[src/logic/spi_timing_defines.svh]
// register offsets, field positions, reset values and sizes of the spi data-port and select-timing block
// assumes a 32-bit ahb-lite slave decoding haddr[7:0]
`ifndef SPI_TIMING_DEFINES_SVH
`define SPI_TIMING_DEFINES_SVH

`define CTRL_OFF        8'h00
`define STATUS_OFF      8'h04
`define MASK_OFF        8'h08
`define COUNT_OFF       8'h14
`define TX_PORT_OFF     8'h20
`define RX_PORT_OFF     8'h24
`define TIMING_OFF      8'h28

`define CTRL_START_BIT  0
`define CTRL_WPHOLD_BIT 1
`define CTRL_LEN_LSB    8
`define CTRL_DIV_LSB    16
`define DIV_RST         8'h02

`define ST_DONE_BIT     0
`define ST_TXERR_BIT    1
`define ST_RXERR_BIT    2
`define ST_BUSY_BIT     8
`define ST_IO2_BIT      9
`define ST_IO3_BIT      10

`define IDLE_DLY_LSB    24
`define HOLD_DLY_LSB    16
`define END_DLY_LSB     8
`define LEAD_DLY_LSB    0
`define IDLE_DLY_RST    8'h06
`define HOLD_DLY_RST    4'h6
`define END_DLY_RST     4'h4
`define LEAD_DLY_RST    4'h6

`define FIFO_DEPTH      6'h10

`endif

[src/logic/spi_timing_pkg.sv]
// types of the spi data-port and select-timing block
// assumes spi_timing_defines.svh sits on the include path
`include "spi_timing_defines.svh"

package spi_timing_pkg;

    typedef enum logic [2:0] {
        ST_IDLE,
        ST_LEAD,
        ST_SETUP,
        ST_SHIFT,
        ST_TRAIL
    } spi_state_e;

    typedef logic [15:0][7:0] queue_t;

    typedef struct packed {
        spi_state_e  st;
        queue_t      txq;
        logic [3:0]  tx_rd;
        logic [3:0]  tx_wr;
        logic [4:0]  tx_cnt;
        queue_t      rxq;
        logic [3:0]  rx_rd;
        logic [3:0]  rx_wr;
        logic [4:0]  rx_cnt;
        logic        start_pend;
        logic        wp_hold_en;
        logic [7:0]  xfer_len;
        logic [7:0]  half_div;
        logic [7:0]  idle_dly;
        logic [3:0]  hold_dly;
        logic [3:0]  end_dly;
        logic [3:0]  lead_dly;
        logic [2:0]  status;
        logic [2:0]  mask;
        logic [7:0]  cnt;
        logic [7:0]  gap;
        logic [3:0]  hold;
        logic [7:0]  bytes_left;
        logic [2:0]  bit_idx;
        logic [7:0]  sh_tx;
        logic [7:0]  sh_rx;
        logic        sclk;
        logic        cs_n;
        logic        io_drive;
        logic        ph_valid;
        logic        ph_write;
        logic [7:0]  ph_addr;
        logic [2:0]  ph_size;
        logic [31:0] hrdata;
        logic        miso_s1;
        logic        miso_s2;
        logic        io2_s1;
        logic        io2_s2;
        logic        io3_s1;
        logic        io3_s2;
    } state_s;

endpackage

[src/logic/spi_master_fifo_cs_timing.sv]
// spi master data ports, byte queues and select timing behind an ahb-lite slave
// assumes one clock hclk at 100 MHz, asynchronous active-low reset, zero-wait single-word master
//
// Added by the designer: the AHB-Lite register port.
`timescale 1ns/100ps

`include "spi_timing_defines.svh"

module spi_master_fifo_cs_timing
    import spi_timing_pkg::*;
(
    // clock and reset
    input  wire logic        hclk,
    input  wire logic        hresetn,
    // ahb-lite slave
    input  wire logic        hsel,
    input  wire logic [31:0] haddr,
    input  wire logic [1:0]  htrans,
    input  wire logic        hwrite,
    input  wire logic [2:0]  hsize,
    input  wire logic [31:0] hwdata,
    input  wire logic        hready,
    output logic             hreadyout,
    output logic             hresp,
    output logic [31:0]      hrdata,
    // interrupt
    output logic             irq,
    // spi link
    output logic             sclk,
    output logic             cs_n,
    output logic             io0_out,
    input  wire logic        io1_in,
    // third io line, write-protect
    input  wire logic        io2_in,
    output logic             io2_out,
    output logic             io2_oe_n,
    // fourth io line, pause
    input  wire logic        io3_in,
    output logic             io3_out,
    output logic             io3_oe_n
);

    state_s r;
    state_s n;

    logic [2:0] wr_nb;
    logic [2:0] rd_nb;
    logic [7:0] half_eff;
    logic       load_byte;
    logic       push_rx;
    logic       ev_done;
    logic       ev_txerr;
    logic       ev_rxerr;
    logic [7:0] a_addr;

    // r holds every flip-flop of the block and n its next value; both are
    // built in one pass so that a bus access and an engine event in the same
    // cycle work on the same queue pointers and counts, the engine after the bus
    always_comb begin
        n         = r;
        load_byte = 1'b0;
        push_rx   = 1'b0;
        ev_done   = 1'b0;
        ev_txerr  = 1'b0;
        ev_rxerr  = 1'b0;
        a_addr    = haddr[7:0];
        half_eff  = (r.half_div == 8'h00) ? 8'h01 : r.half_div;

        // bytes added by the write in its data phase and taken by the read in
        // its address phase; sizes above a word count as a word
        case (r.ph_size)
            3'h0:    wr_nb = 3'h1;
            3'h1:    wr_nb = 3'h2;
            default: wr_nb = 3'h4;
        endcase
        case (hsize)
            3'h0:    rd_nb = 3'h1;
            3'h1:    rd_nb = 3'h2;
            default: rd_nb = 3'h4;
        endcase

        // pin synchronisers
        // only the second stage of each pair is read by the engine or the bus
        n.miso_s1 = io1_in;
        n.miso_s2 = r.miso_s1;
        n.io2_s1  = io2_in;
        n.io2_s2  = r.io2_s1;
        n.io3_s1  = io3_in;
        n.io3_s2  = r.io3_s1;

        // free-running delay counters
        // they only count down; the engine reloads them when select rises
        if (r.gap != 8'h00) begin
            n.gap = r.gap - 8'h01;
        end
        if (r.hold != 4'h0) begin
            n.hold = r.hold - 4'h1;
        end

        // write data phase
        if (r.ph_valid && r.ph_write) begin
            case (r.ph_addr)
                `TX_PORT_OFF: begin
                    // all or none: a write that does not fit stores no byte at all
                    if (({1'b0, r.tx_cnt} + {3'h0, wr_nb}) > `FIFO_DEPTH) begin
                        ev_txerr = 1'b1;
                    end else begin
                        for (int i = 0; i < 4; i++) begin
                            if (i < int'(wr_nb)) begin
                                n.txq[n.tx_wr] = hwdata[8*i +: 8];
                                n.tx_wr        = n.tx_wr + 4'h1;
                            end
                        end
                        n.tx_cnt = r.tx_cnt + {2'h0, wr_nb};
                    end
                end
                `CTRL_OFF: begin
                    n.wp_hold_en = hwdata[`CTRL_WPHOLD_BIT];
                    n.xfer_len   = hwdata[`CTRL_LEN_LSB +: 8];
                    n.half_div   = hwdata[`CTRL_DIV_LSB +: 8];
                    if (hwdata[`CTRL_START_BIT]) begin
                        n.start_pend = 1'b1;
                    end
                end
                `STATUS_OFF: begin
                    // write one to clear; events of this cycle are or-ed back in below
                    n.status = r.status & ~hwdata[2:0];
                end
                `MASK_OFF: begin
                    n.mask = hwdata[2:0];
                end
                `TIMING_OFF: begin
                    // reserved bits are not stored and read back as zero
                    n.idle_dly = hwdata[`IDLE_DLY_LSB +: 8];
                    n.hold_dly = hwdata[`HOLD_DLY_LSB +: 4];
                    n.end_dly  = hwdata[`END_DLY_LSB +: 4];
                    n.lead_dly = hwdata[`LEAD_DLY_LSB +: 4];
                end
                default: begin
                end
            endcase
        end

        // address phase; read data registered for the following data phase
        // read side effects, the receive pop and its error, happen at this edge
        n.ph_valid = hsel && htrans[1] && hready;
        n.ph_write = hwrite;
        n.ph_addr  = a_addr;
        n.ph_size  = hsize;
        n.hrdata   = 32'h0000_0000;
        if (hsel && htrans[1] && hready && !hwrite) begin
            case (a_addr)
                `RX_PORT_OFF: begin
                    // an underflow still hands over the bytes held, upper lanes zero
                    if ({2'h0, rd_nb} > r.rx_cnt) begin
                        ev_rxerr = 1'b1;
                    end
                    for (int i = 0; i < 4; i++) begin
                        if (i < int'(rd_nb) && n.rx_cnt != 5'h00) begin
                            n.hrdata[8*i +: 8] = n.rxq[n.rx_rd];
                            n.rx_rd            = n.rx_rd + 4'h1;
                            n.rx_cnt           = n.rx_cnt - 5'h01;
                        end
                    end
                end
                `CTRL_OFF: begin
                    n.hrdata[`CTRL_WPHOLD_BIT]    = r.wp_hold_en;
                    n.hrdata[`CTRL_LEN_LSB +: 8]  = r.xfer_len;
                    n.hrdata[`CTRL_DIV_LSB +: 8]  = r.half_div;
                end
                `STATUS_OFF: begin
                    n.hrdata[2:0]          = r.status;
                    n.hrdata[`ST_BUSY_BIT] = (r.st != ST_IDLE) || r.start_pend;
                    n.hrdata[`ST_IO2_BIT]  = r.io2_s2;
                    n.hrdata[`ST_IO3_BIT]  = r.io3_s2;
                end
                `MASK_OFF: begin
                    n.hrdata[2:0] = r.mask;
                end
                `COUNT_OFF: begin
                    // receive count in the upper half, transmit count in the lower
                    n.hrdata = {11'h000, r.rx_cnt, 11'h000, r.tx_cnt};
                end
                `TIMING_OFF: begin
                    n.hrdata[`IDLE_DLY_LSB +: 8] = r.idle_dly;
                    n.hrdata[`HOLD_DLY_LSB +: 4] = r.hold_dly;
                    n.hrdata[`END_DLY_LSB +: 4]  = r.end_dly;
                    n.hrdata[`LEAD_DLY_LSB +: 4] = r.lead_dly;
                end
                default: begin
                end
            endcase
        end

        // transfer engine
        // idle -> lead (select low) -> setup (extra half period) -> shift -> trail
        // lead, end and idle waits each last their loaded value plus one cycle
        case (r.st)
            ST_IDLE: begin
                // a start waits for the idle gap; zero length only reports done
                if (r.start_pend && r.gap == 8'h00) begin
                    n.start_pend = 1'b0;
                    if (r.xfer_len == 8'h00) begin
                        ev_done = 1'b1;
                    end else begin
                        n.cs_n       = 1'b0;
                        n.cnt        = {4'h0, r.lead_dly};
                        n.bytes_left = r.xfer_len;
                        n.bit_idx    = 3'h0;
                        n.sclk       = 1'b0;
                        load_byte    = 1'b1;
                        n.st         = ST_LEAD;
                    end
                end
            end
            ST_LEAD: begin
                // select is low; io0 already shows the first bit
                if (r.cnt != 8'h00) begin
                    n.cnt = r.cnt - 8'h01;
                end else begin
                    n.cnt = half_eff - 8'h01;
                    n.st  = ST_SETUP;
                end
            end
            ST_SETUP: begin
                // the extra half period lets io0 settle ahead of the first rise
                if (r.cnt != 8'h00) begin
                    n.cnt = r.cnt - 8'h01;
                end else begin
                    n.cnt = half_eff - 8'h01;
                    n.st  = ST_SHIFT;
                end
            end
            ST_SHIFT: begin
                // each level lasts one half period; rise samples io1, fall shifts io0
                // the eighth fall closes a byte and loads the next or enters the trail
                if (r.cnt != 8'h00) begin
                    n.cnt = r.cnt - 8'h01;
                end else begin
                    n.cnt  = half_eff - 8'h01;
                    n.sclk = ~r.sclk;
                    if (!r.sclk) begin
                        n.sh_rx = {r.sh_rx[6:0], r.miso_s2};
                    end else if (r.bit_idx == 3'h7) begin
                        push_rx   = 1'b1;
                        n.bit_idx = 3'h0;
                        if (r.bytes_left == 8'h01) begin
                            n.cnt = {4'h0, r.end_dly};
                            n.st  = ST_TRAIL;
                        end else begin
                            n.bytes_left = r.bytes_left - 8'h01;
                            load_byte    = 1'b1;
                        end
                    end else begin
                        n.sh_tx   = {r.sh_tx[6:0], 1'b0};
                        n.bit_idx = r.bit_idx + 3'h1;
                    end
                end
            end
            ST_TRAIL: begin
                // done is flagged at deselect; the idle gap only holds the next start
                if (r.cnt != 8'h00) begin
                    n.cnt = r.cnt - 8'h01;
                end else begin
                    n.cs_n  = 1'b1;
                    n.gap   = r.idle_dly;
                    n.hold  = r.hold_dly;
                    ev_done = 1'b1;
                    n.st    = ST_IDLE;
                end
            end
            default: begin
                // an unused state code falls back to idle with select released
                n.st   = ST_IDLE;
                n.cs_n = 1'b1;
                n.sclk = 1'b0;
            end
        endcase

        // received byte into the queue; a full queue drops it and flags an error
        // it runs after the bus pop so a same-cycle read frees room first
        if (push_rx) begin
            if (n.rx_cnt == 5'h10) begin
                ev_rxerr = 1'b1;
            end else begin
                n.rxq[n.rx_wr] = n.sh_rx;
                n.rx_wr        = n.rx_wr + 4'h1;
                n.rx_cnt       = n.rx_cnt + 5'h01;
            end
        end

        // next outgoing byte; an empty queue sends zeros
        // it runs after the bus push so a byte written this cycle can go out
        if (load_byte) begin
            if (n.tx_cnt != 5'h00) begin
                n.sh_tx  = n.txq[n.tx_rd];
                n.tx_rd  = n.tx_rd + 4'h1;
                n.tx_cnt = n.tx_cnt - 5'h01;
            end else begin
                n.sh_tx = 8'h00;
            end
        end

        // sticky events, set wins over a same-cycle clear
        n.status = n.status | {ev_rxerr, ev_txerr, ev_done};

        // lines three and four are driven only when idle and the hold delay has run out
        n.io_drive = n.wp_hold_en && n.cs_n && (n.hold == 4'h0);
    end

    // the reset branch loads the field defaults, the rest is zero
    // (idle state, select high, lines three and four released)
    always_ff @(posedge hclk or negedge hresetn) begin
        if (!hresetn) begin
            r            <= '0;
            r.st         <= ST_IDLE;
            r.cs_n       <= 1'b1;
            r.half_div   <= `DIV_RST;
            r.idle_dly   <= `IDLE_DLY_RST;
            r.hold_dly   <= `HOLD_DLY_RST;
            r.end_dly    <= `END_DLY_RST;
            r.lead_dly   <= `LEAD_DLY_RST;
        end else begin
            r <= n;
        end
    end

    // zero wait states and an always okay response
    assign hreadyout = 1'b1;
    assign hresp     = 1'b0;
    assign hrdata    = r.hrdata;
    assign irq       = |(r.status & r.mask);

    assign sclk      = r.sclk;
    assign cs_n      = r.cs_n;
    assign io0_out   = r.sh_tx[7];

    // lines three and four only ever drive their inactive high level
    assign io2_out   = 1'b1;
    assign io3_out   = 1'b1;
    assign io2_oe_n  = ~r.io_drive;
    assign io3_oe_n  = ~r.io_drive;

endmodule

[config.mk]
export PLATFORM = sky130hd
export DESIGN_NAME = spi_master_fifo_cs_timing
export DESIGN_NICKNAME = d
export VERILOG_FILES = /design/src/logic/spi_timing_pkg.sv /design/src/logic/spi_master_fifo_cs_timing.sv
export VERILOG_INCLUDE_DIRS = /design/src /design/src/logic
export SDC_FILE = /design/constraint.sdc
export NUM_CORES = 2
export LEC_CHECK = 0
export ABC_AREA = 1
export BUFFER_PORTS_ARGS = -buffer_cell sky130_fd_sc_hd__buf_2
export CORE_MARGIN = 2
export CORE_UTILIZATION = 45
export CTS_CLUSTER_SIZE = 30
export DETAILED_ROUTE_END_ITERATION = 12
export HOLD_SLACK_MARGIN = 0.06
export SETUP_SLACK_MARGIN = 0.2
export SLEW_MARGIN = 25
export SYNTH_ARGS = -nofsm -noshare
export SYNTH_HDL_FRONTEND = slang
export SYNTH_SLANG_ARGS = --single-unit
export TNS_END_PERCENT = 50
[constraint.sdc]
create_clock -name hclk -period 4.2 [get_ports hclk]
set_input_delay 0.84 -clock hclk [delete_from_list [all_inputs] [get_ports hclk]]
set_output_delay 0.84 -clock hclk [all_outputs]
set_load 0.02 [all_outputs]
# ---- Word level (Yosys, flattened, before mapping)
# Cells that the tools add are included.
# W data, S select, Z words.
dict set report classes {
  muxes 174
  n_lt_le_gt_ge 25
  n_reduce_logical 57
  n_bitwise 9
  eq_ne 31
  n_addsub 24
}
# operator count
set ops {}
lappend ops {{$mux W128} 16}
lappend ops {{$bwmux W128} 5}
lappend ops {{$mux W8} 30}
lappend ops {{$bmux W8 S4} 5}
lappend ops {{$demux W8 S4} 5}
lappend ops {{$mux W4} 24}
lappend ops {{$mux W5} 19}
lappend ops {{$lt A4 B5 Y1 const B} 10}
lappend ops {{$mux W44} 1}
lappend ops {{$add A4 B1 Y4 const B} 10}
lappend ops {{$logic_not A8 Y1} 5}
lappend ops {{$mux W3} 12}
lappend ops {{$eq A8 B6 Y1 const B} 4}
lappend ops {{$mux W32} 1}
lappend ops {{$pmux W8 S4} 1}
lappend ops {{$sub A8 B1 Y8 const B} 4}
lappend ops {{$mux W28} 1}
lappend ops {{$ne A2 B2 Y1 const B} 13}
lappend ops {{$mux W1} 25}
lappend ops {{$reduce_bool A5 Y1} 5}
lappend ops {{$sub A5 B1 Y5 const B} 5}
lappend ops {{$mux W12} 2}
lappend ops {{$mux W11} 2}
lappend ops {{$pmux W11 S2} 1}
lappend ops {{55 further kinds} 114}
dict set report totals {
  elab_cells 390
  inputBits 77
  output_inout_bits 42
  regBits 430
}

# ---- Depth between registers and ports, before layout
dict set report logic_depth {
  ltp_word 30
  mapped_depth 33
  ltp_nobuf 32
}

# ---- Worst setup path after synthesis
# No wires, ideal clock.
dict set report synth_path {
  path_kind {register to register}
  start {register r[40] in the netlist's numbering}
  end {register r[295] in the netlist's numbering}
  t_required_ns 4.065
  path_buffers 3
  setup_slack_ns -0.398
  period_less_slack_ns 4.598
  path_stages_with_launch 25
  setup_ns 0.135
  arrival_time_ns 4.463
  path_cell_list {dfrtp_1 -> nor2_1 -> nand2_1 -> ha_1 -> inv_1 -> nand3_2 -> inv_1 -> ha_1 -> inv_1 -> fa_1 -> or2_2 -> a21oi_1 -> xor2_1 -> a31o_2 -> o21ai_0 -> nor2_2 -> clkbuf_1 -> buf_2 -> mux2i_1 -> ha_1 -> nand3_1 -> inv_1 -> nor2_1 -> buf_2 -> xor2_1}
}
dict set report synth_via {
  elab_chain_cells 9
}
# element line_no
set synth_lines {}
lappend synth_lines {{start, declared} spi_master_fifo_cs_timing.sv:43} ;# state_s r;
lappend synth_lines {{start signal, assigned} spi_master_fifo_cs_timing.sv:324} ;# r <= n;
lappend synth_lines {{$eq A3 B1 Y1 / $logic_not A3 Y1 (equally long branches)} spi_master_fifo_cs_timing.sv:71} ;# case (r.ph_size)
lappend synth_lines {{$pmux W3 S2 *} spi_master_fifo_cs_timing.sv:71}
lappend synth_lines {{$add A5 B3 Y6} spi_master_fifo_cs_timing.sv:105} ;# if (({1'b0, r.tx_cnt} + {3'h0, wr_nb}) > `FIFO_DEPTH) begin
lappend synth_lines {{$gt A6 B5 Y1 (no line)} --}
lappend synth_lines {{$mux W5 *} spi_master_fifo_cs_timing.sv:105}
lappend synth_lines {{$mux W5 *} spi_master_fifo_cs_timing.sv:102} ;# case (r.ph_addr)
lappend synth_lines {{$mux W5 *} spi_master_fifo_cs_timing.sv:101} ;# if (r.ph_valid && r.ph_write) begin
lappend synth_lines {{$reduce_bool A5 Y1 *} spi_master_fifo_cs_timing.sv:295} ;# if (n.tx_cnt != 5'h00) begin
lappend synth_lines {{$reduce_and A2 Y1 (no line) *} --}
# Every way passes the cells marked *; elsewhere a longest branch is shown, timed or not.
# A chain may end at the register's enable or synchronous reset.

==> impl_metrics.tcl <==
set metrics [dict create \
    setup_ws_ns 0.133 \
    cts_buffer_depth 3 \
    final_net_count 5051 \
    whs_ns 0.263 \
    drive_gt1_frac 0.202 \
    firstDrtPassIters 6 \
    fin_area_um2 39300 \
    leakagePower_nw 18.0 \
    grt_max_degree 108 \
    path_max_fanout 7 \
    h-tree-depth 2 \
    postRouteAntennaNets 0 \
    slowest_stage "dfrtp_1" \
    start_kind "flip-flop" \
    maxSlewViolCount 0 \
    worst_pin_slew_ns 1.08 \
    wirelength_um 137000 \
    vdd_drop_max_uv 427 \
    cp.arrival_ns 4.58 \
    maxCapViolCount 0 \
    status "completed" \
    power.density_nw_per_um2 299 \
    fin_cells 5919 \
    dp_hpwl_um 90000 \
    grt_setup_unrepaired "true" \
    synth-seq-area-share 0.332 \
    placed_cell_area_um2 34200 \
    track_usage 0.351 \
    place_congestion 0.998 \
    grt_pass1_wl_um 200000 \
    critical_path_required_ns 4.71 \
    post_drt_wl_per_cell_um 23.1 \
    synth_cells 4832 \
    fp.dieW_um 272 \
    hold_viol_final 0 \
    dpl.cell_count 5707 \
    tns_ns 0 \
    start_util 0.454 \
    finalPower_mw 11.7 \
    nFillCells 6878 \
    numCtsBuffers 53 \
    synth_area_um2 32400 \
    critPathMostFrequentCell "buf_4" \
    port_buffers 89 \
    ctsHoldBuffers 0 \
    fin_util 0.550 \
    yosys_warnings 0 \
    core_area_um2 71400 \
    fin_crit_sh 0.968 \
    finalClockSkew_ns 0.0283 \
    vias 35900 \
    row_count 98 \
    final_common_cell "nand2_1" \
    cts_sinks 430 \
    synth_area_per_cell_um2 6.71 \
    die-area_um2 74200 \
    cts_tree "done" \
    post-place-ws_ns -0.0381 \
    fin_crit_ns 4.07 \
    async_flop_share 1.00 \
    synth_edf_count 0 \
    hold_path_class "primary input to asynchronous set/reset pin" \
    clk_pin_slew_worst_paths_ns 0.06 \
    ff_latch_area_um2 10800 \
    drt_iter0_drc 4171 \
    grt_pass1_vias 32600 \
    die_h_um 272 \
    antenna_found_initial 5 \
    multi_input_area_um2 20600 \
    crit_path_max_incr_delay_ns 0.41 \
    area_delta_synth_final_pct 21.1 \
    drc 0 \
    rrSetupSlack_ns 0.13 \
    overflow 0 \
    ys_types 63 \
    root_buffer "clkbuf_16" \
    num_io_pins 119 \
    setup-violations-final 0 \
    synth_seq_cells 430 \
    rr_startpoint "r[145]" \
    relSlewSlack 0.277 \
    endpoint_kind "flip-flop" \
    insertion_delay_ns 0.64 \
    synth_flop_cell "dfrtp_1" \
    critical_path_class "flip-flop to flip-flop" \
    final_cell_mix "nand2_1, nand3_1, o21ai_0, dfrtp_1, a21oi_1" \
    worst_r2r_path_depth 27 \
    via_per_inst 6.07 \
    timing.fmax_ghz 0.246 \
    timing.rr.end "hrdata[28]" \
]
[state kept, by name, summed over array words and instances (netlist names)]
name,cells
r,392
sclk,1
cs_n,1
hrdata,32
n,3
io0_out,1
[area by class of cell]
cell class,count,area share
clock buffers,75,0.0382
flip-flops and latches,430,0.274
diodes,1,0.0000638
clock inverters,22,0.00698
repair buffers,376,0.0950
multi-input cells,3750,0.524
repair inverters,4,0.000765
well taps,950,0.0303
inverters,311,0.0306
[kinds of logic (layout without fill, tap and decap cells)]
| group | count (synthesis) | count (layout) | share of synthesized area |
|---|---|---|---|
| xor gates and xnor gates | 45 | 45 | 0.0126 |
| other | 2 | 5 | 0.000232 |
| and+or+nand+nor | 2632 | 2632 | 0.374 |
| muxes | 11 | 11 | 0.00374 |
| DFF | 430 | 430 | 0.332 |
| AOI/OAI and AO/OA | 1010 | 1010 | 0.172 |
| adders and majority gates | 48 | 48 | 0.0188 |
| buffers and inverters | 654 | 788 | 0.0861 |
[critical path, delay by kind of cell (launching register included)]
family	cells	cell delay (ns)
AND/OR/NAND/NOR	15	1.80
buffers and inverters	9	1.19
adder cells (fa/ha/maj)	1	0.13
AO/OA/AOI/OAI	2	0.39
flip-flops	1	0.41
[where the power goes]
group	internal [mW]	switching, mW
Sequential	4.38	0.172
Combinational	0.771	1.57
Clock	2.80	2.02
[layer usage]
metal	routed length (um)	vias to the layer above	track usage
li1	-	16600	-
met1	54800	16900	0.471
met2	59800	1989	0.532
met3	12900	415	0.0543
met4	9040	2	0.215
met5	11	-	0
[synthesized netlist by cell type (all sizes together), types with 3 or more instances]
library cell | count | share of area
a221oi | 7 | 0.0019
dfstp | 9 | 0.0073
nor2 | 243 | 0.030
nor3 | 23 | 0.0037
nand4 | 163 | 0.031
xor2 | 34 | 0.0096
o311ai | 9 | 0.0024
o2111ai | 3 | 0.00081
buf | 129 | 0.025
clkbuf | 214 | 0.025
o31ai | 3 | 0.00069
dfrtp | 421 | 0.32
inv | 300 | 0.035
a31oi | 10 | 0.0019
clkinv | 11 | 0.0013
a311oi | 6 | 0.0016
and2 | 112 | 0.022
nand3 | 693 | 0.11
o211ai | 130 | 0.030
o21ai | 519 | 0.081
ha | 47 | 0.018
nor4 | 9 | 0.0019
a211oi | 5 | 0.0012
a21oi | 297 | 0.046
or2 | 114 | 0.022
nand2 | 1271 | 0.15
xnor2 | 11 | 0.0030
o22ai | 10 | 0.0019
mux2 | 9 | 0.0031
[how the worst max path moves through the flow]
stage / slack [ns] / cells past startpoint / to / startpoint
final: 0.13 / 27 / hrdata[28] / r[145]
after global routing: -0.07 / 27 / hrdata[28] / r[145]
after CTS: 0.12 / 25 / r[67] / r[40]
after detailed placement: -0.04 / 26 / r[68] / r[39]
after global placement: 0.02 / 29 / r[106] / r[145]
after floorplan: 0.24 / 21 / r[155] / r[145]
[timing repair]
action                                  4_1_cts  5_1_grt
resized for setup                           118      364
endpoints found under the setup margin      158      167
hold endpoints to repair                      0        0
pin swaps                                    59      197
buffers inserted                             39       45
cloned                                        9       21
Power figures use the tool's default switching activity.
